[config.mk]
export PLATFORM = sky130hd
export DESIGN_NAME = dds_output_path_selector
export DESIGN_NICKNAME = d
export VERILOG_FILES = /design/src/core/path_sel_pkg.sv /design/src/core/dds_output_path_selector.sv
export SDC_FILE = /design/constraint.sdc
export NUM_CORES = 1
export LEC_CHECK = 0
export ABC_AREA = 1
export BUFFER_PORTS_ARGS = -buffer_cell sky130_fd_sc_hd__buf_2
export CORE_MARGIN = 2
export CORE_UTILIZATION = 25
export CTS_CLUSTER_DIAMETER = 30
export DETAILED_ROUTE_END_ITERATION = 16
export PLACE_DENSITY = 0.49
export SLEW_MARGIN = 20
export SYNTH_ARGS = -nofsm -noshare
export SYNTH_HDL_FRONTEND = slang
export SYNTH_SLANG_ARGS = --single-unit
[constraint.sdc]
create_clock -name core_clk -period 4.9 [get_ports core_clk]
set_input_delay 0.245 -clock core_clk [delete_from_list [all_inputs] [get_ports core_clk]]
set_output_delay 0.245 -clock core_clk [all_outputs]
set_load 0.1 [all_outputs]
[src/core/path_sel_pkg.sv]
// Constants shared by the output path selector and its bench
package path_sel_pkg;
  // Register byte offsets
  localparam logic [7:0] OFS_WAVE = 8'h00;
  localparam logic [7:0] OFS_FREQ = 8'h04;
  localparam logic [7:0] OFS_PHASE = 8'h08;
  localparam logic [7:0] OFS_SYM = 8'h0c;
  localparam logic [7:0] OFS_OPTIONS = 8'h10;
  localparam logic [7:0] OFS_MODE = 8'h14;
  localparam logic [7:0] OFS_STATUS = 8'h18;
  // Waveform codes
  localparam logic [2:0] W_SINE = 3'h0;
  localparam logic [2:0] W_SQUARE = 3'h1;
  localparam logic [2:0] W_TRIANGLE = 3'h2;
  localparam logic [2:0] W_PULSE = 3'h3;
  localparam logic [2:0] W_RAMP = 3'h4;
  localparam logic [2:0] W_STAIR = 3'h5;
  localparam logic [2:0] W_ARB = 3'h6;
  localparam logic [2:0] W_NOISE = 3'h7;
  // Three-way option settings
  localparam logic [1:0] SEL_AUTO = 2'h0;
  localparam logic [1:0] SEL_LOW = 2'h1;
  localparam logic [1:0] SEL_HIGH = 2'h2;
  localparam logic [1:0] FILT_AUTO = 2'h0;
  localparam logic [1:0] FILT_ON = 2'h1;
  localparam logic [1:0] FILT_OFF = 2'h2;
  localparam logic [1:0] REAR_AUTO = 2'h0;
  localparam logic [1:0] REAR_SWEEP = 2'h1;
  localparam logic [1:0] REAR_TRIG = 2'h2;
  // Options register field positions
  localparam int OPT_SQ_LSB = 0;
  localparam int OPT_FILT_LSB = 2;
  localparam int OPT_AUX_LSB = 4;
  localparam int OPT_REAR_LSB = 6;
  localparam int OPT_LIMIT_BIT = 8;
  // Mode register bit positions
  localparam int MODE_SWEEP_BIT = 0;
  localparam int MODE_FSK_BIT = 1;
  localparam int MODE_HOP_BIT = 2;
  localparam int MODE_TSYNC_BIT = 3;
  // Status register bit positions
  localparam int ST_ERR_BIT = 8;
  // Rear output roles and levels
  localparam logic [1:0] ROLE_SWEEP = 2'h0;
  localparam logic [1:0] ROLE_HOP = 2'h1;
  localparam logic [1:0] ROLE_TRIG = 2'h2;
  localparam logic [1:0] LVL_LOW = 2'h0;
  localparam logic [1:0] LVL_MARK = 2'h1;
  localparam logic [1:0] LVL_HIGH = 2'h2;
  // Frequency thresholds in Hz
  localparam logic [31:0] CHANGEOVER_HZ = 32'h0000_7530;
  localparam logic [31:0] LIMIT_HZ = 32'h0001_86a0;
  // Reset values
  localparam logic [31:0] FREQ_RST = 32'h0000_2710;
  localparam logic [15:0] SYM_RST = 16'h8000;
endpackage

[src/core/dds_output_path_selector.sv]
// Output path selector: square, aux, filter and rear output routing
`timescale 1ns/1ns
`default_nettype none
module dds_output_path_selector
  import path_sel_pkg::*;
#(
  parameter int PHASE_W = 16
) (
  input wire logic core_clk,
  input wire logic nrst,
  input wire logic psel,
  input wire logic penable,
  input wire logic pwrite,
  input wire logic [7:0] paddr,
  input wire logic [31:0] pwdata,
  output logic [31:0] prdata,
  output logic pready,
  output logic pslverr,
  input wire logic [31:0] phase_acc,
  input wire logic comparator_in,
  input wire logic sweep_active,
  input wire logic sweep_marker,
  input wire logic hop_step,
  input wire logic trigger_gen,
  output logic main_square,
  output logic aux_square,
  output logic square_from_comparator,
  output logic aux_from_comparator,
  output logic elliptic_filter_en,
  output logic rc_filter_en,
  output logic [1:0] rear_trigger_sweep_output,
  output logic [1:0] rear_role
);

  // Widths the phase compare can serve
  if (PHASE_W < 4 || PHASE_W > 16) begin : g_bad_width
    $error("PHASE_W must lie between 4 and 16");
  end

  typedef struct packed {
    logic [2:0] wave;
    logic [31:0] freq;
    logic [PHASE_W-1:0] phase;
    logic [PHASE_W-1:0] sym;
    logic [1:0] square_generation_select;
    logic [1:0] filt_sel;
    logic [1:0] aux_sel;
    logic [1:0] rear_output_function_select;
    logic frequency_limit_enable;
    logic sweep_on;
    logic fsk_on;
    logic frequency_sequence_mode;
    logic trig_sync;
    logic held_hf;
    logic err;
    logic [2:0] cmp_pipe;
    logic cmp_lvl;
    logic acc_msb_d;
    logic trig_lat;
    logic main_sq;
    logic aux_sq;
    logic sq_hf;
    logic aux_hf;
    logic filt_on;
    logic rc_on;
    logic [1:0] rear_lvl;
    logic [1:0] role;
    logic ack;
    logic slverr;
    logic [31:0] rdata;
  } state_t;

  state_t st_ff;
  state_t nxt_st;

  // Triangle, ramp, staircase, arbitrary degrade at high frequency
  function automatic logic is_slow(input logic [2:0] w);
    return (w == W_TRIANGLE) || (w == W_RAMP) || (w == W_STAIR) || (w == W_ARB);
  endfunction

  function automatic logic is_ramp_like(input logic [2:0] w);
    return (w == W_RAMP) || (w == W_STAIR) || (w == W_ARB);
  endfunction

  function automatic logic is_square(input logic [2:0] w);
    return (w == W_SQUARE) || (w == W_PULSE);
  endfunction

  logic [PHASE_W-1:0] acc_top;
  logic [PHASE_W-1:0] aux_pos;
  logic wr_now;
  logic rd_setup;
  logic above_co;
  logic auto_hf;
  logic frozen;
  logic zero_cross;

  assign acc_top = phase_acc[31 -: PHASE_W];
  assign aux_pos = acc_top - st_ff.phase;
  assign wr_now = psel && penable && pwrite && st_ff.ack;
  assign rd_setup = psel && penable && !st_ff.ack;
  assign above_co = st_ff.freq > CHANGEOVER_HZ;
  assign frozen = st_ff.sweep_on || st_ff.fsk_on;
  assign auto_hf = frozen ? st_ff.held_hf : above_co;
  assign zero_cross = st_ff.acc_msb_d && !phase_acc[31];

  // Next-state logic; every selection recomputed each cycle
  always_comb begin
    nxt_st = st_ff;
    // Bus answer one cycle into the access phase
    nxt_st.ack = rd_setup;
    nxt_st.slverr = 1'b0;
    if (rd_setup) begin
      unique case (paddr)
        OFS_WAVE: nxt_st.rdata = {29'h0, st_ff.wave};
        OFS_FREQ: nxt_st.rdata = st_ff.freq;
        OFS_PHASE: nxt_st.rdata = 32'(st_ff.phase);
        OFS_SYM: nxt_st.rdata = 32'(st_ff.sym);
        OFS_OPTIONS: nxt_st.rdata = {23'h0, st_ff.frequency_limit_enable, st_ff.rear_output_function_select,
          st_ff.aux_sel, st_ff.filt_sel, st_ff.square_generation_select};
        OFS_MODE: nxt_st.rdata = {28'h0, st_ff.trig_sync, st_ff.frequency_sequence_mode,
          st_ff.fsk_on, st_ff.sweep_on};
        OFS_STATUS: nxt_st.rdata = {23'h0, st_ff.err, 2'h0, st_ff.role, st_ff.rc_on,
          st_ff.filt_on, st_ff.aux_hf, st_ff.sq_hf};
        default: begin
          nxt_st.rdata = 32'h0;
          nxt_st.slverr = 1'b1;
        end
      endcase
    end
    // Writes take effect at the edge that sees pready high
    if (wr_now) begin
      unique case (paddr)
        OFS_WAVE: begin
          if (st_ff.frequency_limit_enable && is_slow(pwdata[2:0]) && st_ff.freq > LIMIT_HZ) begin
            nxt_st.err = 1'b1;
          end else begin
            nxt_st.wave = pwdata[2:0];
          end
        end
        OFS_FREQ: begin
          if (st_ff.frequency_limit_enable && is_slow(st_ff.wave) && pwdata > LIMIT_HZ) begin
            nxt_st.err = 1'b1;
          end else begin
            nxt_st.freq = pwdata;
          end
        end
        OFS_PHASE: nxt_st.phase = pwdata[PHASE_W-1:0];
        OFS_SYM: nxt_st.sym = pwdata[PHASE_W-1:0];
        OFS_OPTIONS: begin
          nxt_st.square_generation_select = pwdata[OPT_SQ_LSB +: 2];
          nxt_st.filt_sel = pwdata[OPT_FILT_LSB +: 2];
          nxt_st.aux_sel = pwdata[OPT_AUX_LSB +: 2];
          nxt_st.rear_output_function_select = pwdata[OPT_REAR_LSB +: 2];
          nxt_st.frequency_limit_enable = pwdata[OPT_LIMIT_BIT];
        end
        OFS_MODE: begin
          nxt_st.sweep_on = pwdata[MODE_SWEEP_BIT];
          nxt_st.fsk_on = pwdata[MODE_FSK_BIT];
          nxt_st.frequency_sequence_mode = pwdata[MODE_HOP_BIT];
          nxt_st.trig_sync = pwdata[MODE_TSYNC_BIT];
        end
        OFS_STATUS: begin
          // A rejection in this same cycle is impossible, so clear is safe
          if (pwdata[ST_ERR_BIT]) begin
            nxt_st.err = 1'b0;
          end
        end
        default: ;
      endcase
    end
    // Auto decision tracked outside sweep/FSK, frozen inside
    if (!frozen) begin
      nxt_st.held_hf = above_co;
    end
    // Three-stage comparator synchroniser; level moves once stages 2 and 3 agree
    nxt_st.cmp_pipe = {st_ff.cmp_pipe[1:0], comparator_in};
    if (st_ff.cmp_pipe[1] == st_ff.cmp_pipe[2]) begin
      nxt_st.cmp_lvl = st_ff.cmp_pipe[2];
    end
    // Square generation mode
    unique case (st_ff.square_generation_select)
      SEL_LOW: nxt_st.sq_hf = 1'b0;
      SEL_HIGH: nxt_st.sq_hf = 1'b1;
      default: nxt_st.sq_hf = auto_hf;
    endcase
    // Aux generation mode
    unique case (st_ff.aux_sel)
      SEL_LOW: nxt_st.aux_hf = 1'b0;
      SEL_HIGH: nxt_st.aux_hf = 1'b1;
      default: nxt_st.aux_hf = !is_ramp_like(st_ff.wave) && (st_ff.wave != W_NOISE) && above_co;
    endcase
    // Digital squares: high from zero phase for the symmetry fraction
    nxt_st.main_sq = st_ff.sq_hf ? st_ff.cmp_lvl : (acc_top < st_ff.sym);
    nxt_st.aux_sq = st_ff.aux_hf ? st_ff.cmp_lvl : (aux_pos < st_ff.sym);
    // Filter routing
    if (st_ff.wave == W_NOISE) begin
      nxt_st.filt_on = 1'b0;
      nxt_st.rc_on = 1'b1;
    end else begin
      nxt_st.rc_on = 1'b0;
      unique case (st_ff.filt_sel)
        FILT_ON: nxt_st.filt_on = 1'b1;
        FILT_OFF: nxt_st.filt_on = 1'b0;
        default: nxt_st.filt_on = (st_ff.wave == W_SINE) || (st_ff.wave == W_TRIANGLE) ||
          (is_square(st_ff.wave) && st_ff.sq_hf);
      endcase
    end
    // Trigger retimed to main zero phase only in the synchronised modes
    nxt_st.acc_msb_d = phase_acc[31];
    if (!st_ff.trig_sync) begin
      nxt_st.trig_lat = trigger_gen;
    end else if (zero_cross) begin
      nxt_st.trig_lat = trigger_gen;
    end
    // Rear output role
    unique case (st_ff.rear_output_function_select)
      REAR_SWEEP: nxt_st.role = st_ff.frequency_sequence_mode ? ROLE_HOP : ROLE_SWEEP;
      REAR_TRIG: nxt_st.role = ROLE_TRIG;
      default: nxt_st.role = st_ff.sweep_on ? ROLE_SWEEP :
        (st_ff.frequency_sequence_mode ? ROLE_HOP : ROLE_TRIG);
    endcase
    // Rear output level for the current role
    unique case (st_ff.role)
      ROLE_SWEEP: nxt_st.rear_lvl = !sweep_active ? LVL_HIGH : (sweep_marker ? LVL_MARK : LVL_LOW);
      ROLE_HOP: nxt_st.rear_lvl = hop_step ? LVL_HIGH : LVL_LOW;
      default: nxt_st.rear_lvl = st_ff.trig_lat ? LVL_HIGH : LVL_LOW;
    endcase
  end

  // Single state register, synchronous reset
  always_ff @(posedge core_clk) begin
    if (!nrst) begin
      st_ff <= '{wave: W_SINE, freq: FREQ_RST, phase: '0, sym: SYM_RST[15 -: PHASE_W],
        square_generation_select: SEL_AUTO, filt_sel: FILT_AUTO, aux_sel: SEL_AUTO,
        rear_output_function_select: REAR_AUTO, rear_lvl: LVL_HIGH, role: ROLE_TRIG,
        rdata: 32'h0, cmp_pipe: 3'h0, default: 1'b0};
    end else begin
      st_ff <= nxt_st;
    end
  end

  assign prdata = st_ff.rdata;
  assign pready = st_ff.ack;
  assign pslverr = st_ff.slverr;
  assign main_square = st_ff.main_sq;
  assign aux_square = st_ff.aux_sq;
  assign square_from_comparator = st_ff.sq_hf;
  assign aux_from_comparator = st_ff.aux_hf;
  assign elliptic_filter_en = st_ff.filt_on;
  assign rc_filter_en = st_ff.rc_on;
  assign rear_trigger_sweep_output = st_ff.rear_lvl;
  assign rear_role = st_ff.role;
endmodule // dds_output_path_selector
`default_nettype wire

==> results of run 1 <==
## metrics by stage
stage | cells | power (mW)
2_1_floorplan | 1016 | 1.26
6_report | 1473 | 2.68
3_3_place_gp | 1442 | 1.35
5_1_grt | 1473 | 2.78
4_1_cts | 1473 | 2.70
3_5_place_dp | 1442 | 1.35
## final timing paths
check | from | to | slack (ps) | depth (start not counted)
max | st_ff[83]$_SDFFE_PN0P_ | aux_square$_SDFF_PN0_ | 1850 | 16
min | sweep_marker | rear_trigger_sweep_output[0]$_SDFF_PN0_ | 70 | 3
max reg2reg | st_ff[83]$_SDFFE_PN0P_ | aux_square$_SDFF_PN0_ | 1850 | 16
min reg2reg | nxt_st[48]$_SDFF_PN0_ | nxt_st[49]$_SDFF_PN0_ | 410 | 2
## cells by family after synthesis
kind of cell | share of synthesized area
xor+xnor | 0.0179
compound gates | 0.220
simple gates | 0.177
buf+inv | 0.136
flops | 0.361
fa+ha+maj | 0.0881
## final cells by class
class | instances | area (µm²) | share of cell area
clock buffers | 18 | 439 | 0.0513
multi-input cells | 669 | 3690 | 0.431
repair buffers | 115 | 593 | 0.0693
well taps | 384 | 480 | 0.0561
flip-flops and latches | 132 | 2640 | 0.309
clock inverters | 12 | 183 | 0.0213
inverters | 143 | 537 | 0.0627
## critical path: cells and delay by family, from the launching register on
family,cells,cell delay [ps]
AO/OA/AOI/OAI,5,1010
AND/OR/NAND/NOR,6,720
adder cells (fa/ha/maj),2,640
flip-flops,1,320
XOR/XNOR,1,160
buffers and inverters,2,120
## sequential cells by signal, indices dropped and copies added, names as in the netlist
name                       flops
pslverr                        1
pready                         1
st_ff                         86
aux_from_comparator            1
elliptic_filter_en             1
rc_filter_en                   1
rear_trigger_sweep_output      2
nxt_st                         2
main_square                    1
rear_role                      2
square_from_comparator         1
prdata                        32
aux_square                     1
## routing by layer
| metal | vias to the layer above | global-route usage | wire length, µm |
|---|---|---|---|
| met5 | - | 0 | 11 |
| met3 | 22 | 0.0255 | 973 |
| li1 | 3473 | - | - |
| met1 | 3043 | 0.199 | 10800 |
| met2 | 167 | 0.246 | 10700 |
| met4 | 2 | 0.0420 | 293 |
## Yosys cell counts, types with 2 or more instances
master     instances  area share
nand3_1           37       0.025
o22ai_1           13       0.011
clkinv_1           4      0.0020
a31oi_1            2      0.0017
xor2_1             8      0.0096
o31ai_1            2      0.0020
buf_4             39       0.040
a21oi_2            3      0.0036
nand4_1           17       0.015
o21a_1             2      0.0020
a211oi_1           2      0.0020
dfxtp_1          132        0.36
clkbuf_1          21       0.011
o221ai_1           8      0.0096
o21ai_0           82       0.056
ha_1              50       0.085
buf_8              3      0.0061
a21oi_1          146        0.10
buf_2              9      0.0061
o2111ai_1          2      0.0024
nor2_1            65       0.033
inv_2              2      0.0010
xnor2_1            7      0.0084
nor3_1            12      0.0082
nor2_2             5      0.0043
nand2_2            2      0.0017
o21ai_1           26       0.018
o211ai_1           6      0.0061
a21o_1             2      0.0020
inv_1            137       0.070
nand2_1          160       0.082
## report_power, final
group / total [mW] / switching [mW] / leakage [nW] / internal [mW]
Clock: 1.35 / 0.494 / 0.294 / 0.860
Combinational: 0.245 / 0.163 / 2.28 / 0.0816
Sequential: 1.08 / 0.00245 / 1.07 / 1.08
## layout by cell type (no fill, tap or decap), drive strengths merged
cell type | netlist | routed
a211oi | 2 | 2
a21o | 2 | 2
o21bai | 1 | 1
clkinv | 4 | 9
o221ai | 8 | 8
xnor2 | 7 | 7
a21oi | 149 | 149
buf | 51 | 114
ha | 50 | 50
inv | 139 | 139
clkinvlp | 0 | 3
o211ai | 7 | 7
bufinv | 0 | 4
a311oi | 1 | 1
nand2 | 162 | 162
and2 | 1 | 1
dlygate4sd3 | 0 | 1
nor3 | 12 | 12
xor2 | 8 | 8
o21ai | 108 | 108
nand4 | 17 | 17
o31ai | 2 | 2
nor4 | 1 | 1
clkbuf | 21 | 18
dfxtp | 132 | 132
a31oi | 2 | 2
nand3 | 38 | 38
o22ai | 13 | 13
or2 | 1 | 1
o21a | 2 | 2
nor2 | 71 | 71
o2111ai | 2 | 2
fa | 1 | 1
nand3b | 1 | 1
==> impl_metrics.ini, run 1 <==
[global_routing]
grt_pass1_wl_um = 35400
grt_start_max_net_pins = 63
grt_antenna_before_repair = 1
grt_pass1_vias = 6417
overflow = 0
track_usage = 0.149

[floorplanning]
io_pins = 126
start_util = 0.255
core_area_mm2 = 0.0288
dieWidth_um = 175
die_h_um = 175
fp-row-count = 62
die_area_mm2 = 0.0307

[cells_and_area]
final_nets = 1211
area_delta_synth_final_pct = 16.9
n_antenna_cell = 0
fillers = 3139
final_util = 0.297
drive_above_1_share = 0.148
stdcell_area_mm2 = 0.00856

[clock_network]
cts_hold_buf = 1
clk_pin_slew_worst_paths_ps = 60
cts_tree = yes
clock_sinks = 132
post-cts-setup-buffers = 0
max-clock-path-buffers = 2
cts_resized = 0
htree_levels = 4
cts_root_buffer = clkbuf_16
clk_latency_ps = 430
cts_made_buffers = 17

[place]
dp_worst_setup_slack_ps = 1880
port_buffers = 109
place_area_mm2 = 0.00793
dp_hpwl_um = 17300
gp_congestion = 0.853

[logic_synthesis]
synth_nets = 1149
syn_area_per_cell_um2 = 7.21
synth_cell_types = 41
synth.cell_area_mm2 = 0.00733
async_flop_share = 0
yosysSeqAreaShare = 0.361
ys_warn_count = 0
syn_inst = 1016
ys.flop_type = dfxtp_1
synth_seq_cells = 132
synth-edff-count = 0

[detailed_routing]
firstDrtPassIters = 5
postRouteAntennaNets = 0
vias_per_cell = 4.55
drc = 0
wire_per_inst_um = 15.4
finalWirelength_um = 22700
drt_iter0_drc = 468
vias = 6707

[timing]
period_share = 0.622
final.setup.tns_ps = 0
rsz0062_at_grt = false
worst_slack_ps = 1850
final.min_clock_period_ps = 3050
max-slew-margin-rel = 0.373
worst_pin_slew_ps = 934
slew_violations = 0
holdWs_ps = 65.9
fmax_ghz = 0.328
setup_violations = 0
finClkSkew_ps = 8.78
hold_viol = 0

[setup_path]
worstPathRequired_ps = 5260
cp_max_fo = 4
critPathMostFrequentCell = nand2_1
critPathMaxStageDelay_ps = 400
setup.worst_path.end_class = flip-flop
worstPathCellList = inv_1 > ha_1 > nand2_1 > o21ai_0 > nand4_1 > nand4_1 > a31oi_1 > xor2_1 > ha_1 > nand2_1 > inv_1 > o21ai_0 > nand2_1 > a21oi_1 > nand3_1 > a21oi_1
crit_type = reg -> reg
cp-start-kind = flip-flop
crit_arrival_ps = 3410
crit_slowest_cell = o21ai_0

[flow_run]
maxCapViolCount = 0

[power]
powerDensity_mw_per_mm2 = 313
ir_drop_mv = 0.194
power.leakage_nw = 3.64

[status]
status = finished clean

[hold_path]
min_path_type = in -> reg
No activity file was read; power rests on OpenSTA's default activity.
==> run 2, diff against run 1 <==
--- a/config.mk
+++ b/config.mk
@@ -11,7 +11,7 @@
 export CORE_UTILIZATION = 25
 export CTS_CLUSTER_DIAMETER = 30
 export DETAILED_ROUTE_END_ITERATION = 16
-export PLACE_DENSITY = 0.49
+export PLACE_DENSITY = 0.5
 export SLEW_MARGIN = 20
 export SYNTH_ARGS = -nofsm -noshare
 export SYNTH_HDL_FRONTEND = slang
==> constraint.sdc (replaced) <==
create_clock -name core_clk -period 2.65 [get_ports core_clk]
set_input_delay 0.1325 -clock core_clk [delete_from_list [all_inputs] [get_ports core_clk]]
set_output_delay 0.1325 -clock core_clk [all_outputs]
set_load 0.1 [all_outputs]
==> impl_metrics.ini, run 2 (same netlist as run 1, synthesis figures left out) <==
[global_routing]
grt_antenna_before_repair = 1
track_usage = 0.153
grt_pass1_wl_um = 36400
overflow = 0
grt_pass1_vias = 6579
grt_start_max_net_pins = 90

[setup_path]
worstPathCellList = ha_1 > fa_2 > nor3_2 > nor2_2 > o21ai_1 > a21oi_1 > xnor2_1 > ha_1 > nand2_1 > o21ai_0 > a21oi_2 > nand3_1 > a21oi_1
setup.worst_path.end_class = flip-flop
reg2reg_depth = 13
ff2ff_setup_slack_ps = 100
cp_num_cells = 13
cp-start-kind = flip-flop
worstPathRequired_ps = 2940
crit_family = adder cells
crit_buf_inv = 0
crit_arrival_ps = 2840
crit_slowest_cell = fa_2
critPathMaxStageDelay_ps = 400
cp_max_fo = 3
crit_type = reg -> reg

[cells_and_area]
final_cell_mix = 158 x nand2_1, 139 x a21oi_1, 134 x inv_1, 130 x dfxtp_1, 109 x buf_2
mostFrequentLayoutCell = nand2_1
largest_register = st_ff
final_util = 0.315
area_delta_synth_final_pct = 23.8
n_antenna_cell = 0
stdcell_area_mm2 = 0.00907
final_nets = 1250
drive_above_1_share = 0.194
largest_reg_flops = 86

[floorplanning]
fp-row-count = 62
dieWidth_um = 175
start_util = 0.255
die_h_um = 175
die_area_mm2 = 0.0307
core_area_mm2 = 0.0288
io_pins = 126

[timing]
period_share = 0.960
worst_pin_slew_ps = 865
final.setup.tns_ps = 0
rsz0062_at_grt = true
fmax_ghz = 0.393
hold_viol = 0
finClkSkew_ps = 11.9
slew_violations = 0
setup_violations = 0
max-slew-margin-rel = 0.423
worst_slack_ps = 105
final.min_clock_period_ps = 2550

[detailed_routing]
drc = 0
firstDrtPassIters = 5
wire_per_inst_um = 15.5
vias = 6883
finalWirelength_um = 23500
vias_per_cell = 4.55
postRouteAntennaNets = 0
drt_iter0_drc = 470

[status]
status = finished clean

[place]
place_area_mm2 = 0.00813
gp_congestion = 0.914
dp_hpwl_um = 18000
dp_worst_setup_slack_ps = -125
port_buffers = 109

[clock_network]
htree_levels = 4
cts_made_buffers = 17
cts_root_buffer = clkbuf_16
cts_tree = yes
clock_sinks = 132
clk_latency_ps = 430
clk_pin_slew_worst_paths_ps = 60
max-clock-path-buffers = 2

[hold_path]
min_path_type = in -> reg
min_path_cells = 3

[power]
ir_drop_mv = 0.357
powerDensity_mw_per_mm2 = 541
power.leakage_nw = 3.83

[flow_run]
maxCapViolCount = 0
==> run 2: per-stage QoR <==
step / hold WS (ps) / total power, mW / cells
2_1_floorplan: 226 / 2.34 / 1016
3_3_place_gp: 316 / 2.51 / 1465
5_1_grt: 3.53 / 5.11 / 1514
3_5_place_dp: 321 / 2.51 / 1465
4_1_cts: 8.72 / 4.91 / 1511
6_report: 9.55 / 4.91 / 1514
==> run 2: where the power goes <==
group / internal [mW] / total, mW / switching, mW
logic: 0.199 / 0.519 / 0.321
clock network: 1.42 / 2.39 / 0.963
registers: 1.99 / 2.00 / 0.00631
total: 3.62 / 4.91 / 1.29
==> run 2: area by class of cell <==
type	instances	area (µm²)
flip-flops and latches	132	2650
well taps	384	480
multi-input cells	669	3870
inverters	143	537
clock inverters	13	149
repair buffers	154	943
fillers	3118	19700
clock buffers	19	443
==> run 2: routing by layer <==
layer,share of wire,global-route usage,vias to the layer above
met2,0.48,0.252,161
met4,0.015,0.0417,2
met1,0.47,0.200,3133
li1,-,-,3562
met5,0.00047,0,-
met3,0.042,0.0339,25
==> run 2: path summary, 6_finish.rpt <==
path / from / end
max reg2reg: st_ff[81]$_SDFFE_PN0P_ / aux_square$_SDFF_PN0_
max: st_ff[81]$_SDFFE_PN0P_ / aux_square$_SDFF_PN0_
min reg2reg: nxt_st[48]$_SDFF_PN0_ / nxt_st[49]$_SDFF_PN0_
min: hop_step / rear_trigger_sweep_output[1]$_SDFF_PN1_
==> run 2: worst reg2reg max path, cell delays in order, from the launching register on <==
cell and delay, ps:
dfxtp_1 310, ha_1 240, fa_2 400, nor3_2 210, nor2_2 90, o21ai_1 180, a21oi_1 100, xnor2_1 140
ha_1 270, nand2_1 60, o21ai_0 200, a21oi_2 70, nand3_1 70, a21oi_1 60
==> run 2: repair_timing <==
action,CTS,global route
pin swaps,4,12
endpoints found under the hold margin,13,0
endpoints found under the setup margin,1,1
buffers inserted,0,3
hold buffers,14,0
resized for setup,8,31
